`src/rtl/urd_pkg.sv`:
```
// constants and types shared by the serial receive data recovery block
package urd_pkg;
    // sample tick positions inside one bit time (a count of 0 stands for the sixteenth)
    localparam logic [3:0] RT_EDGE = 4'h1;
    localparam logic [3:0] RT_START_A = 4'h3;
    localparam logic [3:0] RT_START_B = 4'h5;
    localparam logic [3:0] RT_START_C = 4'h7;
    localparam logic [3:0] RT_MID_A = 4'h8;
    localparam logic [3:0] RT_MID_B = 4'h9;
    localparam logic [3:0] RT_MID_C = 4'ha;
    localparam logic [3:0] RT_BIT_END = 4'h0;
    localparam logic [3:0] RT_RESET = 4'h0;
    // character lengths in data bits
    localparam logic [3:0] BITS_EIGHT = 4'h8;
    localparam logic [3:0] BITS_NINE = 4'h9;
    // idle-line search history of three high samples
    localparam logic [2:0] HIST_ALL_HIGH = 3'h7;
    localparam logic [2:0] HIST_RESET = 3'h0;
    // buffer depth and reset values
    localparam logic [1:0] BUF_DEPTH = 2'h2;
    localparam logic [1:0] BUF_EMPTY = 2'h0;
    localparam logic [10:0] ENTRY_RESET = 11'h000;
    localparam logic [8:0] SHIFT_RESET = 9'h000;
    localparam logic [3:0] COUNT_RESET = 4'h0;

    typedef enum logic [1:0] {
        URD_IDLE = 2'b00,
        URD_START = 2'b01,
        URD_DATA = 2'b10,
        URD_STOP = 2'b11
    } urd_state_t;
endpackage : urd_pkg

```
`src/rtl/urd_receiver.sv`:
```
// receive data recovery: start search, majority sampling, flags and two-entry buffer
`timescale 1ns/1ps
`default_nettype none

// Functional notes
// - characters are eight or nine bits; nine-bit mode stores bit eight separately
// - in eight-bit mode the ninth-bit field copies data bit seven
// - bits shift into a receive shift register; data buffer is read only
// - a completed character moves to the data buffer and sets receiver full
// - receiver interrupt request while full flag and its enable are both set
// - line is sampled on a tick running sixteen times the baud rate
// - tick phase realigns on the start edge and on a one-to-zero data change
// - start search wants a low sample after three highs, then counts sixteen
// - start checked at ticks three, five, seven; one high is noise, two reject
// - a rejected start resets the tick counter and restarts the search
// - data bit is majority of ticks eight to ten; disagreement sets noise
// - middle start samples skip verification but any high among them is noise
// - stop bit majority of ticks eight to ten; low majority is framing error
// - no high level in stop position, as in a break, gives framing error
// - framing error appears in the same cycle as receiver full
// - a valid falling edge realigns the tick counter only in data bits, at ticks two to seven or eleven to sixteen
// - stop sampled at tick ten after nine or ten sixteen-tick bit times
// - character arriving with no buffer room is dropped and overrun is set
// - break sets framing, full and break flags with zero data and ninth bit
module urd_receiver (
    // clock and reset
    input wire logic clk_in,
    input wire logic rst_b_in,
    // serial line and sample tick from the baud generator
    input wire logic rxd_in,
    input wire logic sample_tick_in,
    // control
    input wire logic module_enable_in,
    input wire logic rx_enable_in,
    input wire logic char_nine_bit_in,
    input wire logic rx_full_irq_enable_in,
    input wire logic buffer_read_in,
    input wire logic overrun_clear_in,
    // received character and status
    output logic [7:0] serial_data_buffer_out,
    output logic rx_ninth_bit_out,
    output logic rx_full_flag_out,
    output logic framing_error_flag_out,
    output logic noise_flag_out,
    output logic break_flag_out,
    output logic overrun_flag_out,
    output logic rx_irq_out,
    output logic rx_busy_out
);

    function automatic logic maj3(input logic a, input logic b, input logic c);
        maj3 = (a & b) | (a & c) | (b & c);
    endfunction : maj3

    ////////////////////////////////////////////////////////////////////////////////
    // line synchroniser and search history

    logic rxd_meta, rxd_sync, rxd_last;
    logic [2:0] hist;

    // the pin is asynchronous: two flops before anything looks at it
    always_ff @(posedge clk_in or negedge rst_b_in)
    begin
        if (!rst_b_in)
        begin
            rxd_meta <= 1'b1;
            rxd_sync <= 1'b1;
        end
        else
        begin
            rxd_meta <= rxd_in;
            rxd_sync <= rxd_meta;
        end
    end

    ////////////////////////////////////////////////////////////////////////////////
    // bit timing and sample decoding

    urd_pkg::urd_state_t state;
    urd_pkg::urd_state_t next_state;
    logic [3:0] rt;
    logic [3:0] next_rt;
    logic [3:0] bit_idx;
    logic [3:0] next_bit_idx;
    logic [2:0] next_hist;
    logic [3:0] rt_now;
    logic s_a, s_b, last_major, nf_acc, enabled, tick;
    logic [8:0] shreg;
    logic [3:0] nbits;
    logic [1:0] start_ones;
    logic start_seen, start_check, start_bad, mid_done, major, disagree;
    logic rt_early, rt_late, fall_edge, resync, bit_end, last_bit;
    logic push, stop_fe, stop_nf, is_break;

    assign enabled = module_enable_in & rx_enable_in;
    assign tick = sample_tick_in & enabled;
    assign nbits = char_nine_bit_in ? urd_pkg::BITS_NINE : urd_pkg::BITS_EIGHT;
    // a low sample after three highs is a possible start edge
    assign start_seen = (state == urd_pkg::URD_IDLE) & tick & ~rxd_sync
        & (hist == urd_pkg::HIST_ALL_HIGH);
    assign start_ones = {1'b0, s_a} + {1'b0, s_b} + {1'b0, rxd_sync};
    assign rt_now = rt + 4'h1; // rt holds the tick just taken, rt_now the one being taken
    assign start_check = (state == urd_pkg::URD_START) & tick & (rt_now == urd_pkg::RT_START_C);
    assign start_bad = start_check & start_ones[1];
    // majority and disagreement over ticks eight, nine and ten
    assign mid_done = tick & (rt_now == urd_pkg::RT_MID_C);
    assign major = maj3(s_a, s_b, rxd_sync);
    assign disagree = ~((s_a == s_b) & (s_b == rxd_sync));
    // a falling edge after a one bit realigns the tick; late in a bit it also ends it
    assign rt_early = (rt_now >= 4'h2) & (rt_now <= urd_pkg::RT_START_C);
    assign rt_late = (rt_now > urd_pkg::RT_MID_C) | (rt_now == urd_pkg::RT_BIT_END);
    assign fall_edge = (state == urd_pkg::URD_DATA) & tick & last_major & rxd_last & ~rxd_sync;
    assign resync = fall_edge & (rt_early | rt_late);
    assign bit_end = tick & ((rt_now == urd_pkg::RT_BIT_END) | (resync & rt_late));
    assign last_bit = (bit_idx == nbits - 4'h1);
    // stop bit verdict at tick ten of the stop bit
    assign push = (state == urd_pkg::URD_STOP) & mid_done;
    assign stop_fe = ~major;
    assign stop_nf = disagree;
    assign is_break = stop_fe & (shreg == urd_pkg::SHIFT_RESET);

    // next state, tick phase and bit index
    always_comb
    begin
        next_state = state;
        next_rt = (tick & (state != urd_pkg::URD_IDLE)) ? rt + 4'h1 : rt;
        next_bit_idx = bit_idx;
        next_hist = tick ? {hist[1:0], rxd_sync} : hist;
        unique case (state)
            urd_pkg::URD_IDLE:
            begin
                next_rt = urd_pkg::RT_RESET;
                if (start_seen)
                begin
                    next_state = urd_pkg::URD_START;
                    next_rt = urd_pkg::RT_EDGE;
                end
            end
            urd_pkg::URD_START:
            begin
                if (start_bad)
                begin
                    next_state = urd_pkg::URD_IDLE;
                    next_rt = urd_pkg::RT_RESET;
                    next_hist = urd_pkg::HIST_RESET;
                end
                else if (tick & (rt_now == urd_pkg::RT_BIT_END))
                begin
                    next_state = urd_pkg::URD_DATA;
                    next_bit_idx = urd_pkg::COUNT_RESET;
                end
            end
            urd_pkg::URD_DATA:
            begin
                if (resync)
                    next_rt = urd_pkg::RT_EDGE;
                if (bit_end)
                begin
                    next_bit_idx = bit_idx + 4'h1;
                    if (last_bit)
                        next_state = urd_pkg::URD_STOP;
                end
            end
            urd_pkg::URD_STOP:
            begin
                if (push)
                begin
                    next_state = urd_pkg::URD_IDLE;
                    next_hist = urd_pkg::HIST_RESET;
                end
            end
        endcase
        if (!enabled)
        begin
            next_state = urd_pkg::URD_IDLE;
            next_hist = urd_pkg::HIST_RESET;
        end
    end

    // sequencer registers; idle search restarts from a cleared history so noise cannot fake a start
    always_ff @(posedge clk_in or negedge rst_b_in)
    begin
        if (!rst_b_in)
        begin
            state <= urd_pkg::URD_IDLE;
            rt <= urd_pkg::RT_RESET;
            bit_idx <= urd_pkg::COUNT_RESET;
            hist <= urd_pkg::HIST_RESET;
            rxd_last <= 1'b1;
        end
        else
        begin
            state <= next_state;
            rt <= next_rt;
            bit_idx <= next_bit_idx;
            hist <= next_hist;
            rxd_last <= tick ? rxd_sync : rxd_last;
        end
    end

    // sample capture: ticks three/five or eight/nine feed the vote with the live sample
    always_ff @(posedge clk_in or negedge rst_b_in)
    begin
        if (!rst_b_in)
        begin
            s_a <= 1'b0;
            s_b <= 1'b0;
        end
        else
        begin
            if (tick & ((rt_now == urd_pkg::RT_START_A) | (rt_now == urd_pkg::RT_MID_A)))
                s_a <= rxd_sync;
            if (tick & ((rt_now == urd_pkg::RT_START_B) | (rt_now == urd_pkg::RT_MID_B)))
                s_b <= rxd_sync;
        end
    end

    // shift register, last majority and noise accumulated over the character
    always_ff @(posedge clk_in or negedge rst_b_in)
    begin
        if (!rst_b_in)
        begin
            shreg <= urd_pkg::SHIFT_RESET;
            last_major <= 1'b0;
            nf_acc <= 1'b0;
        end
        else if (start_seen)
        begin
            shreg <= urd_pkg::SHIFT_RESET;
            last_major <= 1'b0;
            nf_acc <= 1'b0;
        end
        else
        begin
            if ((state == urd_pkg::URD_DATA) & mid_done)
            begin
                shreg <= {major, shreg[8:1]};
                last_major <= major;
            end
            if (start_check & (start_ones == 2'h1))
                nf_acc <= 1'b1;
            if ((state == urd_pkg::URD_START) & mid_done & (major | disagree))
                nf_acc <= 1'b1;
            if ((state == urd_pkg::URD_DATA) & mid_done & disagree)
                nf_acc <= 1'b1;
        end
    end

    ////////////////////////////////////////////////////////////////////////////////
    // two-entry receive buffer: entry0 is what the cpu sees

    logic [1:0] cnt, next_cnt;
    logic [10:0] entry0, entry1, new_entry, next_entry0, next_entry1, next_head;
    logic [7:0] new_data;
    logic new_ninth, do_pop, buf_ready, push_ok, overrun_set, next_full;

    // eight-bit data sits in the upper shifted bits; ninth bit is bit 8 or a copy of bit 7
    assign new_data = is_break ? 8'h00 : (char_nine_bit_in ? shreg[7:0] : shreg[8:1]);
    assign new_ninth = is_break ? 1'b0 : shreg[8];
    assign new_entry = {new_ninth, new_data, stop_fe, nf_acc | stop_nf};
    assign do_pop = buffer_read_in & (cnt != urd_pkg::BUF_EMPTY);
    assign buf_ready = (cnt != urd_pkg::BUF_DEPTH) | do_pop;
    assign push_ok = push & buf_ready;
    assign overrun_set = push & ~buf_ready;
    assign next_cnt = cnt + {1'b0, push_ok} - {1'b0, do_pop};
    assign next_full = (next_cnt != urd_pkg::BUF_EMPTY);
    assign next_entry0 = do_pop ? ((cnt == urd_pkg::BUF_DEPTH) ? entry1 : new_entry)
        : ((cnt == urd_pkg::BUF_EMPTY) ? new_entry : entry0);
    assign next_entry1 = (push_ok & (next_cnt == urd_pkg::BUF_DEPTH)) ? new_entry : entry1;
    assign next_head = (push_ok | do_pop) ? next_entry0 : entry0;

    // buffer storage; a new character never replaces an unread one
    always_ff @(posedge clk_in or negedge rst_b_in)
    begin
        if (!rst_b_in)
        begin
            cnt <= urd_pkg::BUF_EMPTY;
            entry0 <= urd_pkg::ENTRY_RESET;
            entry1 <= urd_pkg::ENTRY_RESET;
        end
        else
        begin
            cnt <= next_cnt;
            if (push_ok | do_pop)
                entry0 <= next_entry0;
            entry1 <= next_entry1;
        end
    end

    // head data and ninth bit come straight from the head entry's flops
    assign serial_data_buffer_out = entry0[9:2];
    assign rx_ninth_bit_out = entry0[10];

    // status flops; overrun set wins over a clear in the same cycle
    always_ff @(posedge clk_in or negedge rst_b_in)
    begin
        if (!rst_b_in)
        begin
            rx_full_flag_out <= 1'b0;
            framing_error_flag_out <= 1'b0;
            noise_flag_out <= 1'b0;
            break_flag_out <= 1'b0;
            rx_irq_out <= 1'b0;
            overrun_flag_out <= 1'b0;
            rx_busy_out <= 1'b0;
        end
        else
        begin
            rx_full_flag_out <= next_full;
            // head flags are masked by the next full value so they stay plain flops
            framing_error_flag_out <= next_head[1] & next_full;
            noise_flag_out <= next_head[0] & next_full;
            break_flag_out <= next_head[1] & next_full & (next_head[10:2] == 9'h000);
            rx_irq_out <= next_full & rx_full_irq_enable_in;
            overrun_flag_out <= overrun_set | (overrun_flag_out & ~overrun_clear_in);
            rx_busy_out <= (next_state != urd_pkg::URD_IDLE);
        end
    end

    ////////////////////////////////////////////////////////////////////////////////
    // checks

    a_start_entry: assert property (@(posedge clk_in) disable iff (!rst_b_in)
        start_seen |=> (state == urd_pkg::URD_START) && (rt == urd_pkg::RT_EDGE))
        else $error("start edge did not begin the tick count");
    a_start_reject: assert property (@(posedge clk_in) disable iff (!rst_b_in)
        start_bad |=> (state == urd_pkg::URD_IDLE) && (rt == urd_pkg::RT_RESET))
        else $error("bad start bit was not rejected");
    a_data_shift_in: assert property (@(posedge clk_in) disable iff (!rst_b_in)
        ((state == urd_pkg::URD_DATA) && mid_done && !start_seen) |=> shreg[8] == $past(major))
        else $error("data majority not shifted in");
    a_frame_with_full: assert property (@(posedge clk_in) disable iff (!rst_b_in)
        (push_ok && cnt == urd_pkg::BUF_EMPTY && stop_fe)
        |=> rx_full_flag_out && framing_error_flag_out)
        else $error("framing error not raised with receiver full");
    a_ninth_copy: assert property (@(posedge clk_in) disable iff (!rst_b_in)
        (push_ok && cnt == urd_pkg::BUF_EMPTY && !char_nine_bit_in)
        |=> rx_ninth_bit_out == serial_data_buffer_out[7])
        else $error("ninth bit does not copy bit seven");
    a_overrun_keeps: assert property (@(posedge clk_in) disable iff (!rst_b_in)
        overrun_set |=> overrun_flag_out && $stable(serial_data_buffer_out))
        else $error("overrun lost old data or flag");
    a_break_zero: assert property (@(posedge clk_in) disable iff (!rst_b_in)
        break_flag_out |-> framing_error_flag_out && !rx_ninth_bit_out)
        else $error("break character left data or flags wrong");
    a_irq_level: assert property (@(posedge clk_in) disable iff (!rst_b_in)
        ##1 rx_irq_out == (rx_full_flag_out && $past(rx_full_irq_enable_in)))
        else $error("interrupt request does not follow full and enable");
    a_disable_abort: assert property (@(posedge clk_in) disable iff (!rst_b_in)
        !enabled |=> (state == urd_pkg::URD_IDLE) && !$rose(rx_full_flag_out))
        else $error("disabled receiver kept a character going");
    a_stop_bounded: assert property (@(posedge clk_in) disable iff (!rst_b_in)
        (state == urd_pkg::URD_STOP) && tick && (rt_now == urd_pkg::RT_MID_C)
        |=> state == urd_pkg::URD_IDLE)
        else $error("stop sample did not end the character");

    c_good_char: cover property (@(posedge clk_in) disable iff (!rst_b_in)
        push_ok && !stop_fe && !nf_acc);
    c_break_char: cover property (@(posedge clk_in) disable iff (!rst_b_in) push && is_break);
    c_resync: cover property (@(posedge clk_in) disable iff (!rst_b_in) resync);
    c_overrun: cover property (@(posedge clk_in) disable iff (!rst_b_in) overrun_set);

endmodule : urd_receiver

`default_nettype wire

```
`config.mk`:
```
export PLATFORM = sky130hd
export DESIGN_NAME = urd_receiver
export DESIGN_NICKNAME = d
export VERILOG_FILES = /design/src/rtl/urd_pkg.sv /design/src/rtl/urd_receiver.sv
export SDC_FILE = /design/constraint.sdc
export NUM_CORES = 1
export LEC_CHECK = 0
export ABC_AREA = 1
export BUFFER_PORTS_ARGS = -buffer_cell sky130_fd_sc_hd__buf_2
export CAP_MARGIN = 25
export CORE_MARGIN = 5
export CORE_UTILIZATION = 40
export DETAILED_ROUTE_END_ITERATION = 10
export SLEW_MARGIN = 10
export SYNTH_ARGS = -nofsm -noshare
export SYNTH_HDL_FRONTEND = slang
export SYNTH_SLANG_ARGS = --single-unit
```
`constraint.sdc`:
```
create_clock -name clk_in -period 8.8 [get_ports clk_in]
set_clock_uncertainty 0.2 [all_clocks]
set_input_delay 0.44 -clock clk_in [delete_from_list [all_inputs] [get_ports clk_in]]
set_output_delay 0.44 -clock clk_in [all_outputs]
set_load 0.01 [all_outputs]
```
==> metrics <==
Psw 127.5 µW; Site Rows 32; Top delay family on crit path adder cells; reg2reg start rt[0]; Area contributors post-synth dfrtp_1 43%, nand2_1 14%, nand3_1 6.5%, inv_1 5.9%, o21ai_0 4.0%; initial drt markers 117; Slew headroom 0.4692; max cap viols 0; met1 WL 3090 µm; Inserted Clock Buffers 9; antenna violations before repair 0; share of cells above drive strength 1 0.1464; Highest Signal Layer met4; HPWL Detailed 5040 µm; FF-to-FF End entry1[5]; minimum clock period between 3 and 4 ns; routed wl met3 363 µm; Congestion Overflow GR 0; worst vdd ir a little over 0.1 mV; Die X 100.0 µm; Mapped Area 3241 µm²; dpl cells between 500 and 600; max frequency 297.3 MHz; Post-CTS Setup Bufs 0; startpoint types register; Crit Path Category register to register; outcome complete, no violations; R2R Setup Slk around 5.4 ns; largest net degree at the start of global routing 60; Vert. Die Dim 100.0 µm; top-count cell post-synth nand2_1; Seq cells post-synth 59; H-Tree Depth 3; Worst-Skew Late Latency 0.34 ns; Post-synth EDFFs 0; Final Cycle Share 0.3822; first-pass GRT wire length about 12000 µm; fillers between 700 and 800; RSZ-0062 raised after global routing no; clock power share 0.495; switching share of power 0.2098; vias in the first global route 2611; Fin. Hold Viols 0; ANT cells 0; share of the synthesized area in the top cell type 0.4324; Core Area 7807 µm²; Post-synth ARST share 1.000; Post-Synthesis Cells 415; Final setup viols 0; Reg2Reg Depth 13; CTS tree built; Die Area 10000 µm²; CP endpoint kind register; P_leak 1.932 nW; CP cell instances inv_1 > ha_1 > inv_1 > nor2_8 > nand4_4 > nor2_4 > nand2_2 > ha_1 > ha_1 > xor2_1 > o2111ai_1 > nand2_1 > nand2_1; setup TNS 0 ns; highest-delay cell along the critical path dfrtp_1; CTS clock-pin slew for the worst setup and hold paths ~0.070 ns; Crit path largest cell delay 0.55 ns; Initial Utilization 0.4151; CTS Buffer Depth 2; CP Buf/Inv Count 2; crit path launch rt[0]; mean post-synth cell area 7.809 µm²; # IOs 26; final WL ~6800 µm; Residual DRC 0; crit path max fanout 11; 1st-pass router iterations 5; CP arrival 3.39 ns; Max Slew Vio Count 0; CP Data Required Time 8.83 ns; # clock sinks between 50 and 60; CP most frequent cell ha_1; Hold Path Class input port to async pin; vias per cell 4.846; total track usage 0.1475; area grow syn2layout 12.47%; Pwr per Cell Area 166.7 nW/µm²; yosys warns 0; worst slew pin tran 0.7955 ns; Routed Antenna Nets 0; Sequential Power Share 0.459; synth cell count leaders 123 x nand2_1, 56 x dfrtp_1, 51 x inv_1; CTS Hold Buffers Added 1; met2 wire length 3232 µm; drt wl/cell about 12 µm; Seq/Total Area, Yosys 0.4568; Layout Cells excl Fill 546; Placer Congestion 0.8444; Root Driver clkbuf_8; internal power 480.2 µW; ys flop type dfrtp_1; port bufs 25; Post-Syn Nets 435; Resized cells post-CTS 0; Gate power share 0.046; nets 459; Yosys top cell by area dfrtp_1; DR vias 2646; Synth cell types 34
## state kept, by name, indices dropped and copies added, names as in the netlist
register                count
bit_idx                     4
framing_error_flag_out      1
cnt                         2
rx_irq_out                  1
entry0                     11
overrun_flag_out            1
s_b                         1
s_a                         1
rxd_meta                    1
rt                          4
rxd_last                    1
rx_full_flag_out            1
last_major                  1
noise_flag_out              1
shreg                       8
break_flag_out              1
rx_busy_out                 1
state                       2
entry1                     11
hist                        3
rxd_sync                    1
nf_acc                      1
## cell type report
class	count	area [µm²]	share of cell area
clock buffers	11	141.4	0.03879
clock inverters	5	100.1	0.02746
inverters	55	206.4	0.05664
multi-input cells	287	1446	0.3968
flip-flops and latches	59	1480	0.4061
well taps	102	127.6	0.03502
repair buffers	27	142.6	0.03913
## worst reg2reg max path: cells and delay by family, from the launching register on
kind                     cells  cell delay (ns)
AO/OA/AOI/OAI                1             0.45
adder cells (fa/ha/maj)      3             0.79
flip-flops                   1             0.55
AND/OR/NAND/NOR              6             0.75
buffers and inverters        2             0.26
XOR/XNOR                     1             0.23
## metrics by stage
stage | utilization | area (µm²) | hold slack (ns) | total power [mW] | setup WS, ns
after floorplan | - | 3241 | -0.05559 | 0.3009 | 5.913
after global placement | 0.4346 | 3393 | 0.1470 | 0.3117 | 5.590
after detailed placement | 0.4346 | 3393 | 0.1468 | 0.3125 | 5.427
after CTS | 0.4668 | 3645 | 0.05450 | 0.6191 | 5.412
after global routing | 0.4668 | 3645 | 0.08070 | 0.6379 | 5.115
final | 0.4668 | 3645 | 0.03615 | 0.6077 | 5.436
## metal layers
layer,track usage,up-vias
li1,-,1368
met1,0.1905,1211
met2,0.2376,57
met3,0.04656,10
met4,0.04456,0
met5,0,-
## power groups by stage
| stage | Clock (mW) | Sequential, mW | Combinational (mW) |
|---|---|---|---|
| global route | 0.326 | 0.279 | 0.0328 |
| global placement | 0 | 0.284 | 0.0280 |
| CTS | 0.311 | 0.279 | 0.0291 |
| detailed placement | 0 | 0.284 | 0.0286 |
| finish | 0.301 | 0.279 | 0.0281 |
| floorplan | 0 | 0.283 | 0.0174 |
## placed cells by master, fill, tap and decap left out, types with 2 or more instances in the layout
| cell type | instances |
|---|---|
| inv_2 | 2 |
| clkinv_2 | 2 |
| nor2_2 | 2 |
| clkbuf_8 | 10 |
| o21ai_1 | 2 |
| nor2_1 | 27 |
| nand2_1 | 123 |
| nand2_2 | 6 |
| or2_2 | 6 |
| dfrtp_1 | 56 |
| nand3_1 | 42 |
| nand4_1 | 5 |
| a21oi_1 | 13 |
| o21a_1 | 2 |
| a31oi_1 | 2 |
| ha_1 | 9 |
| o21ai_0 | 26 |
| clkinv_1 | 2 |
| o22ai_1 | 7 |
| dfstp_2 | 3 |
| xor2_1 | 4 |
| buf_2 | 25 |
| bufinv_16 | 3 |
| inv_1 | 51 |
## worst max path at each step
stage	to	depth (start not counted)
6_report	entry1[5]	13
5_1_grt	break_flag_out	17
4_1_cts	entry1[0]	13
3_5_place_dp	entry1[5]	13
3_3_place_gp	entry1[2]	13
2_1_floorplan	entry1[6]	16
## logic make-up (layout without fill, tap and decap cells)
family,count (synthesis),after routing,share of synthesized area
flip-flops,59,59,0.4568
AO/OA/AOI/OAI,54,54,0.09073
buffers and inverters,69,98,0.09691
XOR/XNOR,4,4,0.01081
AND/OR/NAND/NOR,219,219,0.3039
adder cells (fa/ha/maj),10,10,0.04093
(Power assumes the default switching activity.)
